**src/logic/fav_pkg.sv**
```systemverilog
// package of constants, enumerations and state types for the autovector and wakeup block
package fav_pkg;

	// ****************************************
	// clock and timing
	// ****************************************
	localparam int unsigned CLK_HZ = 40_000_000;
	localparam int unsigned CLK_PERIOD_NS = 25;
	localparam int unsigned PLL_STABLE_NS = 1000;
	localparam int unsigned PLL_STABLE_CYC = (PLL_STABLE_NS + CLK_PERIOD_NS - 1) / CLK_PERIOD_NS;
	localparam logic [7:0] PLL_CNT_LOAD = 8'(PLL_STABLE_CYC);
	localparam int unsigned RESET_HOLD_US = 200;

	// ****************************************
	// register byte offsets
	// ****************************************
	localparam logic [11:0] OFS_SETUP = 12'h000;
	localparam logic [11:0] OFS_SRC_EN = 12'h004;
	localparam logic [11:0] OFS_SRC_PEND = 12'h008;
	localparam logic [11:0] OFS_VECTOR = 12'h00C;
	localparam logic [11:0] OFS_PWR = 12'h010;
	localparam logic [11:0] OFS_IRQ_STAT = 12'h014;
	localparam logic [11:0] OFS_IRQ_CLR = 12'h018;
	localparam logic [11:0] OFS_IRQ_EN = 12'h01C;
	localparam logic [11:0] OFS_GPIO = 12'h020;
	localparam logic [11:0] OFS_WAVE_BASE = 12'h400;
	localparam logic [11:0] OFS_WAVE_LAST = 12'h47C;

	// ****************************************
	// field positions
	// ****************************************
	localparam int unsigned SETUP_AV_EN = 0;
	localparam int unsigned SETUP_WU2_EN = 1;
	localparam int unsigned SETUP_WAKE_POL = 2;
	localparam int unsigned SETUP_WU2_POL = 3;
	localparam int unsigned SETUP_WU2_GPIO = 4;
	localparam int unsigned PWR_DOWN_BIT = 0;
	localparam int unsigned STAT_WAKE = 0;
	localparam int unsigned STAT_BLOCKED = 1;
	localparam int unsigned GPIO_OUT = 0;
	localparam int unsigned GPIO_OE = 1;
	localparam int unsigned GPIO_IN = 2;

	// ****************************************
	// vectoring
	// ****************************************
	localparam int unsigned NUM_SRC = 14;
	localparam logic [7:0] VEC_BASE = 8'h80;
	localparam logic [15:0] VEC_PAGE_LOC = 16'h0054;
	localparam logic [15:0] VEC_BYTE_LOC = 16'h0055;
	localparam logic [15:0] JUMP_LOC = 16'h0053;
	localparam int unsigned WAVE_WORDS = 32;

	// ****************************************
	// types
	// ****************************************
	typedef enum logic [1:0] {PW_RUN, PW_DOWN, PW_LOCK} fav_pwr_t;

	typedef struct packed {
		logic usb_activity;
		logic wake_pin;
		logic wu2_pin;
	} fav_pins_t;

	typedef struct packed {
		fav_pins_t sync1;
		fav_pins_t sync2;
		logic wu2_prev;
		logic rd_pend;
		logic wr_pend;
		logic [11:0] acc_addr;
		logic hreadyout;
		logic [31:0] hrdata;
		logic [4:0] setup;
		logic [NUM_SRC-1:0] src_en;
		logic [NUM_SRC-1:0] src_prev;
		logic [NUM_SRC-1:0] pend;
		logic [1:0] stat;
		logic [1:0] irq_en;
		logic [1:0] gpio;
		fav_pwr_t pstate;
		logic [7:0] pll_cnt;
		logic osc_en;
		logic pll_en;
		logic irq;
		logic suspended;
		logic wu2_oe;
		logic group_irq;
		logic [7:0] code_rdata;
		logic take_stage;
		logic push_pc;
		logic redirect;
		logic [15:0] redirect_addr;
		logic [WAVE_WORDS-1:0][31:0] wave;
	} fav_state_t;

endpackage

```
**src/logic/fav_top.sv**
```systemverilog
// interrupt autovectoring, power-down and wakeup logic with an AHB-Lite register port
//
// Added by the designer: register access over AHB-Lite and the register addresses.
`timescale 1ns/1ps

// Function
// endpoint level-flag sources rank 1..4, vectors 80,84,88,8C
// endpoint empty-flag sources rank 5..8, vectors 90..9C
// full flags rank 9..12 (A0..AC), op-complete 13 (B0), waveform 14 (B4)
// lowest priority number among enabled pending sources supplies the vector
// autovector enabled: byte at 0x0055 replaced by the active vector
// on interrupt take, push program counter then fetch from 0x0053
// low reset input resets the whole block
// external logic holds reset at least 200 us on a running device
// writing power-down bit 1 stops oscillator and PLL
// wakeup restarts oscillator, after PLL settles raises wakeup interrupt
// usb activity, dedicated wake pin or secondary wake pin leave power-down
// secondary wake pin may serve as general-purpose I/O instead
// dedicated wake pin is active low after reset unless repolarised
// 128-byte waveform descriptor store mapped at E400..E47F
// enabled secondary pin transition wakes; held asserted it blocks suspend
module fav_top
	import fav_pkg::*;
(
	input wire logic hclk,
	input wire logic hresetn,
	input wire logic hsel,
	input wire logic [31:0] haddr,
	input wire logic [1:0] htrans,
	input wire logic hwrite,
	input wire logic [2:0] hsize,
	input wire logic [31:0] hwdata,
	input wire logic hready,
	output logic hreadyout,
	output logic [31:0] hrdata,
	output logic hresp,
	input wire logic [fav_pkg::NUM_SRC-1:0] src_irq,
	input wire fav_pkg::fav_pins_t pins_in,
	input wire logic [15:0] code_addr,
	input wire logic [7:0] code_rdata_in,
	input wire logic irq_take,
	output logic [7:0] code_rdata,
	output logic group_irq,
	output logic push_pc,
	output logic redirect,
	output logic [15:0] redirect_addr,
	output logic osc_en,
	output logic pll_en,
	output logic suspended,
	output logic irq,
	output logic wu2_out,
	output logic wu2_oe
);
	import fav_pkg::*;

	fav_state_t st_ff;
	fav_state_t nxt_st;
	logic [NUM_SRC-1:0] active;
	logic [7:0] vec_byte;
	logic any_active;
	logic addr_phase;
	logic [11:0] aofs;
	logic [31:0] rd_mux;
	logic wake_lvl;
	logic wu2_lvl;
	logic wu2_edge;
	logic wu2_wake_src;
	logic wake_event;
	logic [NUM_SRC-1:0] pend_clr;

	// ****************************************
	// priority vector encoder
	// ****************************************

	// sources sit in priority order: bit 0 is priority 1, bit 13 priority 14
	assign active = st_ff.pend & st_ff.src_en;

	// scan from the weakest so the strongest pending source is written last
	always_comb begin
		vec_byte = VEC_BASE;
		any_active = 1'b0;
		for (int i = NUM_SRC - 1; i >= 0; i--) begin
			if (active[i]) begin
				vec_byte = VEC_BASE + 8'(i * 4);
				any_active = 1'b1;
			end
		end
	end

	// ****************************************
	// pin decode
	// ****************************************

	// polarity bit 0 means the dedicated pin wakes when low
	assign wake_lvl = st_ff.sync2.wake_pin ^ ~st_ff.setup[SETUP_WAKE_POL];
	assign wu2_lvl = st_ff.sync2.wu2_pin ^ ~st_ff.setup[SETUP_WU2_POL];
	assign wu2_edge = st_ff.sync2.wu2_pin ^ st_ff.wu2_prev;
	// in gpio mode the pin no longer counts as a wake source
	assign wu2_wake_src = st_ff.setup[SETUP_WU2_EN] & ~st_ff.setup[SETUP_WU2_GPIO];
	assign wake_event = st_ff.sync2.usb_activity | wake_lvl | (wu2_wake_src & wu2_edge);

	// ****************************************
	// bus decode and read mux
	// ****************************************

	assign addr_phase = hsel & htrans[1] & hready;
	assign aofs = st_ff.acc_addr;

	// reads are served one cycle late so a preceding write is always visible
	always_comb begin
		rd_mux = 32'h0000_0000;
		case (aofs)
			OFS_SETUP: rd_mux[4:0] = st_ff.setup;
			OFS_SRC_EN: rd_mux[NUM_SRC-1:0] = st_ff.src_en;
			OFS_SRC_PEND: rd_mux[NUM_SRC-1:0] = st_ff.pend;
			OFS_VECTOR: rd_mux[7:0] = vec_byte;
			OFS_PWR: rd_mux[PWR_DOWN_BIT] = (st_ff.pstate != PW_RUN);
			OFS_IRQ_STAT: rd_mux[1:0] = st_ff.stat;
			OFS_IRQ_EN: rd_mux[1:0] = st_ff.irq_en;
			OFS_GPIO: rd_mux[2:0] = {st_ff.sync2.wu2_pin, st_ff.gpio};
			default: begin
				if (aofs >= OFS_WAVE_BASE && aofs <= OFS_WAVE_LAST) begin
					rd_mux = st_ff.wave[aofs[6:2]];
				end
			end
		endcase
	end

	// pending bits cleared by a one written to the pending register
	assign pend_clr = (st_ff.wr_pend && aofs == OFS_SRC_PEND) ? hwdata[NUM_SRC-1:0] : '0;

	// ****************************************
	// next state
	// ****************************************
	always_comb begin
		nxt_st = st_ff;

		// two-flop synchronisers on every pin input
		nxt_st.sync1 = pins_in;
		nxt_st.sync2 = st_ff.sync1;
		nxt_st.wu2_prev = st_ff.sync2.wu2_pin;

		// address phase capture; reads stall one cycle
		nxt_st.hreadyout = 1'b1;
		nxt_st.rd_pend = 1'b0;
		nxt_st.wr_pend = 1'b0;
		if (addr_phase) begin
			nxt_st.acc_addr = {haddr[11:2], 2'b00};
			nxt_st.rd_pend = ~hwrite;
			nxt_st.wr_pend = hwrite;
			nxt_st.hreadyout = hwrite;
		end
		if (st_ff.rd_pend) begin
			nxt_st.hrdata = rd_mux;
		end

		// source capture: rising edge sets, set wins over clear
		nxt_st.src_prev = src_irq;
		nxt_st.pend = (st_ff.pend & ~pend_clr) | (src_irq & ~st_ff.src_prev);

		// register writes in the data phase
		if (st_ff.wr_pend) begin
			case (aofs)
				OFS_SETUP: nxt_st.setup = hwdata[4:0];
				OFS_SRC_EN: nxt_st.src_en = hwdata[NUM_SRC-1:0];
				OFS_IRQ_EN: nxt_st.irq_en = hwdata[1:0];
				OFS_GPIO: nxt_st.gpio = hwdata[1:0];
				default: begin
					if (aofs >= OFS_WAVE_BASE && aofs <= OFS_WAVE_LAST) begin
						nxt_st.wave[aofs[6:2]] = hwdata;
					end
				end
			endcase
		end

		// status clear first, events below override it
		if (st_ff.wr_pend && aofs == OFS_IRQ_CLR) begin
			nxt_st.stat = st_ff.stat & ~hwdata[1:0];
		end

		// power sequencer
		case (st_ff.pstate)
			PW_RUN: begin
				if (st_ff.wr_pend && aofs == OFS_PWR && hwdata[PWR_DOWN_BIT]) begin
					// held secondary pin vetoes suspend; software sees it in status
					if (wu2_wake_src && wu2_lvl) begin
						nxt_st.stat[STAT_BLOCKED] = 1'b1;
					end else begin
						nxt_st.pstate = PW_DOWN;
						nxt_st.osc_en = 1'b0;
						nxt_st.pll_en = 1'b0;
					end
				end
			end
			PW_DOWN: begin
				if (wake_event) begin
					nxt_st.pstate = PW_LOCK;
					nxt_st.osc_en = 1'b1;
					nxt_st.pll_en = 1'b1;
					nxt_st.pll_cnt = PLL_CNT_LOAD;
				end
			end
			PW_LOCK: begin
				// wakeup interrupt only after the PLL settle count runs out
				if (st_ff.pll_cnt <= 8'h01) begin
					nxt_st.pstate = PW_RUN;
					nxt_st.stat[STAT_WAKE] = 1'b1;
				end else begin
					nxt_st.pll_cnt = st_ff.pll_cnt - 8'h01;
				end
			end
			default: begin
				nxt_st.pstate = PW_RUN;
			end
		endcase

		// interrupt outputs
		nxt_st.irq = |(nxt_st.stat & st_ff.irq_en);
		// registered copies so these pins come straight from a flop
		nxt_st.suspended = ~nxt_st.osc_en;
		nxt_st.wu2_oe = nxt_st.gpio[GPIO_OE] & nxt_st.setup[SETUP_WU2_GPIO];
		nxt_st.group_irq = any_active;

		// program fetch: patch the vector byte when autovectoring
		if (st_ff.setup[SETUP_AV_EN] && code_addr == VEC_BYTE_LOC) begin
			nxt_st.code_rdata = vec_byte;
		end else begin
			nxt_st.code_rdata = code_rdata_in;
		end

		// take sequence: push first, then redirect to the jump slot
		nxt_st.push_pc = irq_take;
		nxt_st.take_stage = irq_take;
		nxt_st.redirect = st_ff.take_stage;
		nxt_st.redirect_addr = JUMP_LOC;
	end

	// ****************************************
	// state register
	// ****************************************

	// constant reset values only; reset clears vectoring and wake config
	always_ff @(posedge hclk or negedge hresetn) begin
		if (!hresetn) begin
			st_ff <= '0;
			st_ff.hreadyout <= 1'b1;
			st_ff.osc_en <= 1'b1;
			st_ff.pll_en <= 1'b1;
			st_ff.pstate <= PW_RUN;
			st_ff.redirect_addr <= JUMP_LOC;
		end else begin
			st_ff <= nxt_st;
		end
	end

	// ****************************************
	// outputs
	// ****************************************
	assign hreadyout = st_ff.hreadyout;
	assign hrdata = st_ff.hrdata;
	assign hresp = 1'b0;
	assign code_rdata = st_ff.code_rdata;
	assign group_irq = st_ff.group_irq;
	assign push_pc = st_ff.push_pc;
	assign redirect = st_ff.redirect;
	assign redirect_addr = st_ff.redirect_addr;
	assign osc_en = st_ff.osc_en;
	assign pll_en = st_ff.pll_en;
	assign irq = st_ff.irq;
	// gpio mode drives the shared pin from its own register
	assign wu2_out = st_ff.gpio[GPIO_OUT];
	assign wu2_oe = st_ff.wu2_oe;
	assign suspended = st_ff.suspended;

endmodule

```
**config.mk**
```make
export PLATFORM = sky130hd
export DESIGN_NAME = fav_top
export DESIGN_NICKNAME = d
export VERILOG_FILES = /design/src/logic/fav_pkg.sv /design/src/logic/fav_top.sv
export SDC_FILE = /design/constraint.sdc
export NUM_CORES = 2
export LEC_CHECK = 0
export ABC_AREA = 1
export BUFFER_PORTS_ARGS = -buffer_cell sky130_fd_sc_hd__buf_2
export CAP_MARGIN = 20
export CORE_AREA = 4 4 290 292
export DETAILED_ROUTE_END_ITERATION = 12
export DIE_AREA = 0 0 294 296
export PLACE_DENSITY = 0.82
export SYNTH_ARGS = -nofsm -noshare
export SYNTH_HDL_FRONTEND = slang
export SYNTH_SLANG_ARGS = --single-unit
```
**constraint.sdc**
```tcl
create_clock -name hclk -period 2.6 [get_ports hclk]
set_input_delay 0.13 -clock hclk [delete_from_list [all_inputs] [get_ports hclk]]
set_output_delay 0.13 -clock hclk [all_outputs]
set_load 0.03 [all_outputs]
```
## Yosys cells after proc, flatten, opt, wreduce, memory -nomap -nowiden

Cells that the tools add are included.

| storage, ports and cells | value |
|---|---|
| flip-flop bits (word level) | 1155 |
| input bits | 116 |
| output and inout bits | 67 |
| word-level logic and storage cells | 204 |

| operators by class | value |
|---|---|
| $add $sub $neg | 1 |
| magnitude comparators | 5 |
| equality and inequality tests | 16 |
| multiplexer cells | 65 |
| bitwise logic cells | 25 |
| reduce and logical (&&, ||, !) cells | 28 |

Operators with widths:

| operator | number |
|---|---|
| bitwise mux 1024 bit | 1 |
| binary-select mux 32 bit (select 5 bit) | 1 |
| demux 32 bit (select 5 bit) | 1 |
| two-way mux 8 bit | 14 |
| two-way mux 32 bit | 3 |
| bitwise AND 14 bit | 3 |
| equality test 10 x 3 -> 1 bit, second input constant | 4 |
| two-way mux 14 bit | 2 |
| NOT 14 bit | 2 |
| equality test 10 x 2 -> 1 bit, second input constant | 2 |
| two-way mux 1 bit | 19 |
| two-way mux 19 bit | 1 |
| two-way mux 18 bit | 1 |
| one-hot mux 6 bit (3 select lines) | 1 |
| equality test 16 x 7 -> 1 bit, second input constant | 1 |
| two-way mux 2 bit | 8 |
| one-hot mux 1 bit (8 select lines) | 2 |
| one-hot mux 8 bit (2 select lines) | 1 |
| two-way mux 15 bit | 1 |
| OR 14 bit | 1 |
| greater-or-equal comparator 12 x 11 -> 1 bit, second input constant | 1 |
| <= comparator 12 x 11 -> 1 bit, second input constant | 1 |
| zero test 12 bit | 1 |
| two-way mux 12 bit | 1 |
| 34 further kinds | 67 |

## Depth between registers and ports, before layout

| depth | value |
|---|---|
| word-level depth | 16 |
| gate-level depth with buffers | 18 |
| depth with buffers taken out | 18 |

## Worst setup path before layout

OpenSTA, ideal clock, no wires.

| timing | value |
|---|---|
| path kind | flip-flop to flip-flop |
| start | register st_ff, in the netlist aofs[11] |
| end | register st_ff[548] in the netlist's numbering |
| library setup time | 0.135 ns |
| data arrival time | 1.761 ns |
| required time | 2.465 ns |
| path slack | 0.704 ns |
| cell stages (with the launch flop) | 10 |
| path buffers | 1 |
| period minus slack after synthesis | 1.896 ns |
| cell sequence | dfrtp_1 > nor4_4 > inv_2 > nor2_2 > inv_2 > nor2_8 > nand2_4 > buf_2 > nand2_1 > o21ai_0 |

| on the way | value |
|---|---|
| word-level cells in the longest chain between the ends | 4 |
| elaborated cells between the ends (all ways) | 10 |
| classes of those cells | order compare: 2; eq/ne: 3; bitwise: 1; reduce/logical: 4 |

RTL lines:

| item | line | text |
|---|---|---|
| start: declaration | fav_top.sv:56 | `fav_state_t st_ff;` |
| start signal: assignment | fav_top.sv:252 | `st_ff <= nxt_st;` |
| parallel branches: the longest is 3 deep, another holds greater-or-equal comparator 12 x 11 -> 1 bit | -- |  |
| AND reduction 3 bit (no line) (*) | -- |  |

Every way passes the cells marked *.
A chain may end at the register's enable or synchronous reset.

==> flow_summary.rst <==
.. list-table::
   :header-rows: 1

   * - Metric
     - Value
   * - Most instantiated flip-flop cell in the synthesis netlist
     - dfrtp_1
   * - Final critical path time including I/O delays and setup
     - 2.62 ns
   * - Worst hold-check path type
     - in -> reg
   * - Buffer levels on the longest clock path
     - 3
   * - Reg2Reg Launch Point
     - aofs[2]
   * - Post-layout util
     - 0.668
   * - HPWL reported at the end of detailed placement
     - 84300 um
   * - Static Leakage
     - 25.8 nW
   * - Synthesized area per cell
     - 9.47 um2
   * - Highest Clock Rate
     - 381 MHz
   * - Synth unique cells
     - 44
   * - Number of violations of the max-capacitance limit
     - 0
   * - Detailed-route vias per instance
     - 6.64
   * - Clock Sinks
     - 1155
   * - Maximum vdd drop
     - 0.000741 V
   * - Routed met2 length
     - 67700 um
   * - Period utilisation layout
     - 1.01
   * - Relative contribution of sequential cells to total power
     - 0.475
   * - Layout Skew
     - 0.0135 ns
   * - Min-Delay Startpoint
     - hwdata[10]
   * - Minimum setup slack among reg-to-reg paths
     - -0.02 ns
   * - Hold Crit Depth
     - 4
   * - Via count of the first global-routing pass
     - 41100
   * - Setup repair after global routing missed its margin
     - yes
   * - Core area
     - 81600 um2
   * - Count of flip-flops with a built-in enable after synthesis
     - 0
   * - Standard-cell rows
     - 105
   * - Critical path peak fanout
     - 25
   * - Tightest Pin Transition
     - 1.06 ns
   * - Cell with the largest stage delay on the worst path
     - nor3_1
   * - Cell area power density
     - 721 nW/um2
   * - Combinational Power Share
     - 0.107
   * - Fillers
     - 5779
   * - Slowest cell delay on critical path
     - 0.48 ns
   * - CTS Buf Count
     - 110
   * - Initial cell density of the core
     - 0.595
   * - Data arrival time of the critical path
     - 3.16 ns
   * - Number of I/O port buffers
     - 139
   * - Number of antenna violations at the first check in global routing
     - 1
   * - Power share of the clock group
     - 0.418
   * - Synthesis-to-layout area growth
     - 12.4%
   * - Synth warnings
     - 0
   * - Instance count of the mapped netlist
     - 5123
   * - Setup violations, final
     - 2
   * - Number of setup buffers added after CTS
     - 0
   * - Worst setup path class
     - reg -> reg
   * - Sequential fraction of the synthesis area
     - 0.596
   * - Sum of overflow across all layers after global routing
     - 0
   * - Wire length of the first global-routing pass
     - 233000 um
   * - Combined area of all synthesized cells
     - 48500 um2
   * - Count of unresolved DRC violations after routing
     - 0
   * - Share of cells above drive strength 1
     - 0.114
   * - Final-layout worst hold slack
     - 0.0354 ns
   * - Clk pin slew, worst setup/hold paths
     - 0.06 ns
   * - Failing checks
     - setup timing
   * - Wire length on met1
     - 55000 um
   * - Insertion delay of the later-clocked pin in the worst-skew pair
     - 0.67 ns
   * - Worst slew slack as a fraction of its limit
     - 0.294
   * - CTS tree
     - done
   * - Routed length per instance
     - 24.0 um
   * - Switching power summed over all nets
     - 0.0103 W
   * - Routed wire length
     - 151000 um
   * - Most common library cell in the layout ignoring fill and taps
     - nand2_1
   * - CP Launch Type
     - flip-flop
   * - Post-layout net count
     - 5251
   * - Leading cell types in the layout, fill and taps excluded
     - 1188 x nand2_1, 1151 x dfrtp_1, 1085 x o21ai_0
   * - DRT Pass-1 Iters
     - 8
   * - Pin count of the biggest net entering global routing
     - 96
   * - Final Max Slew Viols
     - 0
   * - Detail Route met3 WL
     - 18700 um
   * - Tot GR Track Use
     - 0.341
   * - Internal power
     - 0.0290 W
   * - Highest metal layer used by the detailed router
     - met4
   * - Setup crit end kind
     - flip-flop
   * - WHS Endpoint
     - st_ff[1111]
   * - Async S/R FF share, synth
     - 1.00
   * - Number of register bits inferred by synthesis
     - 1155
   * - Setup TNS after final layout
     - -0.0279 ns
   * - Total count of hold-check failures in the final report
     - 0
   * - Data required time at the worst endpoint
     - 3.14 ns
   * - Last weighted congestion value of the routability-driven placer
     - 0.868
   * - Sw frac
     - 0.263
   * - R2R depth
     - 7
   * - Total number of H-tree levels
     - 3
   * - R2R Path End
     - wu2_oe
   * - Count of placed standard cells including taps
     - 6041
   * - Width of the chip
     - 294 um
   * - Master cell of the clock root buffer
     - clkbuf_16
   * - Die ar.
     - 87000 um2
   * - Residual antenna-violating net count after detailed routing
     - 0
   * - Worst path cell trace
     - nor2_1 > inv_8 > nor3_1 > nand3_1 > nand2_1 > o21ai_0 > a211oi_1
   * - Vertical extent of the die
     - 296 um
   * - Non-Filler Instances
     - 6296
   * - Final WS setup
     - -0.0245 ns
   * - Count of routing violations after the opening detailed-route iteration
     - 5778
   * - Number of top-level pins
     - 183
   * - Result of the run
     - complete, but fails checks
   * - Total vias in the final route
     - 41800
==> cell usage after synthesis (4+ instances only) <==
cell,instances,area (um2)
a32o_1,4,40.0
o22ai_1,503,3150
nor2_1,61,229
or2_2,4,25.0
nor2_2,10,62.6
buf_6,60,676
buf_2,165,826
o22a_1,5,43.8
nand3_1,45,225
o21ai_0,1086,5440
nor3_1,7,35.0
a221oi_1,8,70.1
nand2_4,32,360
nand4_1,55,344
buf_4,58,435
inv_2,5,18.8
a21oi_1,34,170
nor2_8,4,80.1
o221ai_1,5,43.8
o21ai_1,267,1340
clkbuf_1,183,687
inv_1,101,379
buf_1,35,131
nor4_1,7,43.8
dfrtp_1,1152,28800
nand2_1,1191,4470
==> per-layer routing <==
| layer | vias to the layer above | track usage |
|---|---|---|
| met3 | 671 | 0.0854 |
| met2 | 3044 | 0.524 |
| met5 | - | 0 |
| li1 | 17700 | - |
| met1 | 20300 | 0.451 |
| met4 | 0 | 0.189 |
==> kinds of logic (layout without fill, tap and decap cells) <==
logic type / Yosys count / count (layout) / synth area share
AO/OA/AOI/OAI: 1931 / 1931 / 0.215
AND/OR/NAND/NOR: 1423 / 1423 / 0.122
flip-flops: 1155 / 1155 / 0.596
buffers and inverters: 607 / 694 / 0.0650
multiplexers: 3 / 3 / 0.000696
adder cells (fa/ha/maj): 2 / 2 / 0.000516
other: 2 / 18 / 0.000155
==> critical path: cells and delay by family, from the launching register on <==
kind / cells / cell delay (ns)
DFF: 1 / 0.46
buffers and inverters: 1 / 0.19
and+or+nand+nor: 4 / 1.29
AOI/OAI and AO/OA: 2 / 0.54
==> timing repair <==
item                                    CTS  global route
endpoints found under the setup margin    0             9
endpoints found under the hold margin   377             0
gates resized for setup                   0             5
hold buffers                             50             0
==> per-stage QoR <==
step | power (W) | setup slack [ns] | area, um2
after global placement | 0.0228 | 0.290 | 50300
final | 0.0393 | -0.0245 | 54500
after floorplan | 0.0210 | 0.704 | 48600
after CTS | 0.0391 | 0.134 | 54500
after global routing | 0.0403 | -0.0382 | 54500
after detailed placement | 0.0229 | 0.200 | 50300
==> how the worst max path moves through the flow <==
stage	depth (start not counted)	endpoint	start	slack, ns
after floorplan	9	st_ff[548]	aofs[11]	0.70
after global placement	9	hrdata[17]	aofs[2]	0.29
after detailed placement	11	st_ff[365]	aofs[9]	0.20
after CTS	11	hrdata[30]	aofs[2]	0.13
after global routing	7	wu2_oe	aofs[2]	-0.04
final	7	wu2_oe	aofs[2]	-0.02
==> cell type report <==
type                    count  area, um2  share of cell area
flip-flops and latches   1155      28900               0.530
well taps                1070       1340              0.0246
clock inverters            43        418             0.00766
repair buffers            384       3570              0.0655
diodes                      1       2.50           0.0000459
inverters                 106        405             0.00743
multi-input cells        3376      16600               0.304
clock buffers             161       3310              0.0607
==> power groups by stage <==
stage                     Sequential (W)  Clock (W)  Combinational (W)
after floorplan                   0.0189          0            0.00210
after global placement            0.0189          0            0.00389
after detailed placement          0.0190          0            0.00396
after CTS                         0.0187     0.0164            0.00405
after global routing              0.0187     0.0172            0.00436
final                             0.0187     0.0164            0.00419
==> flip-flops by register name, indices dropped and copies added (netlist names) <==
register    count
code_rdata      8
osc_en          1
nxt_st          4
hreadyout       1
suspended       1
wu2_out         1
redirect        1
group_irq       1
st_ff        1091
wu2_oe          1
irq             1
push_pc         1
aofs           10
pll_en          1
hrdata         32
No activity file was read; power rests on OpenSTA's default activity.
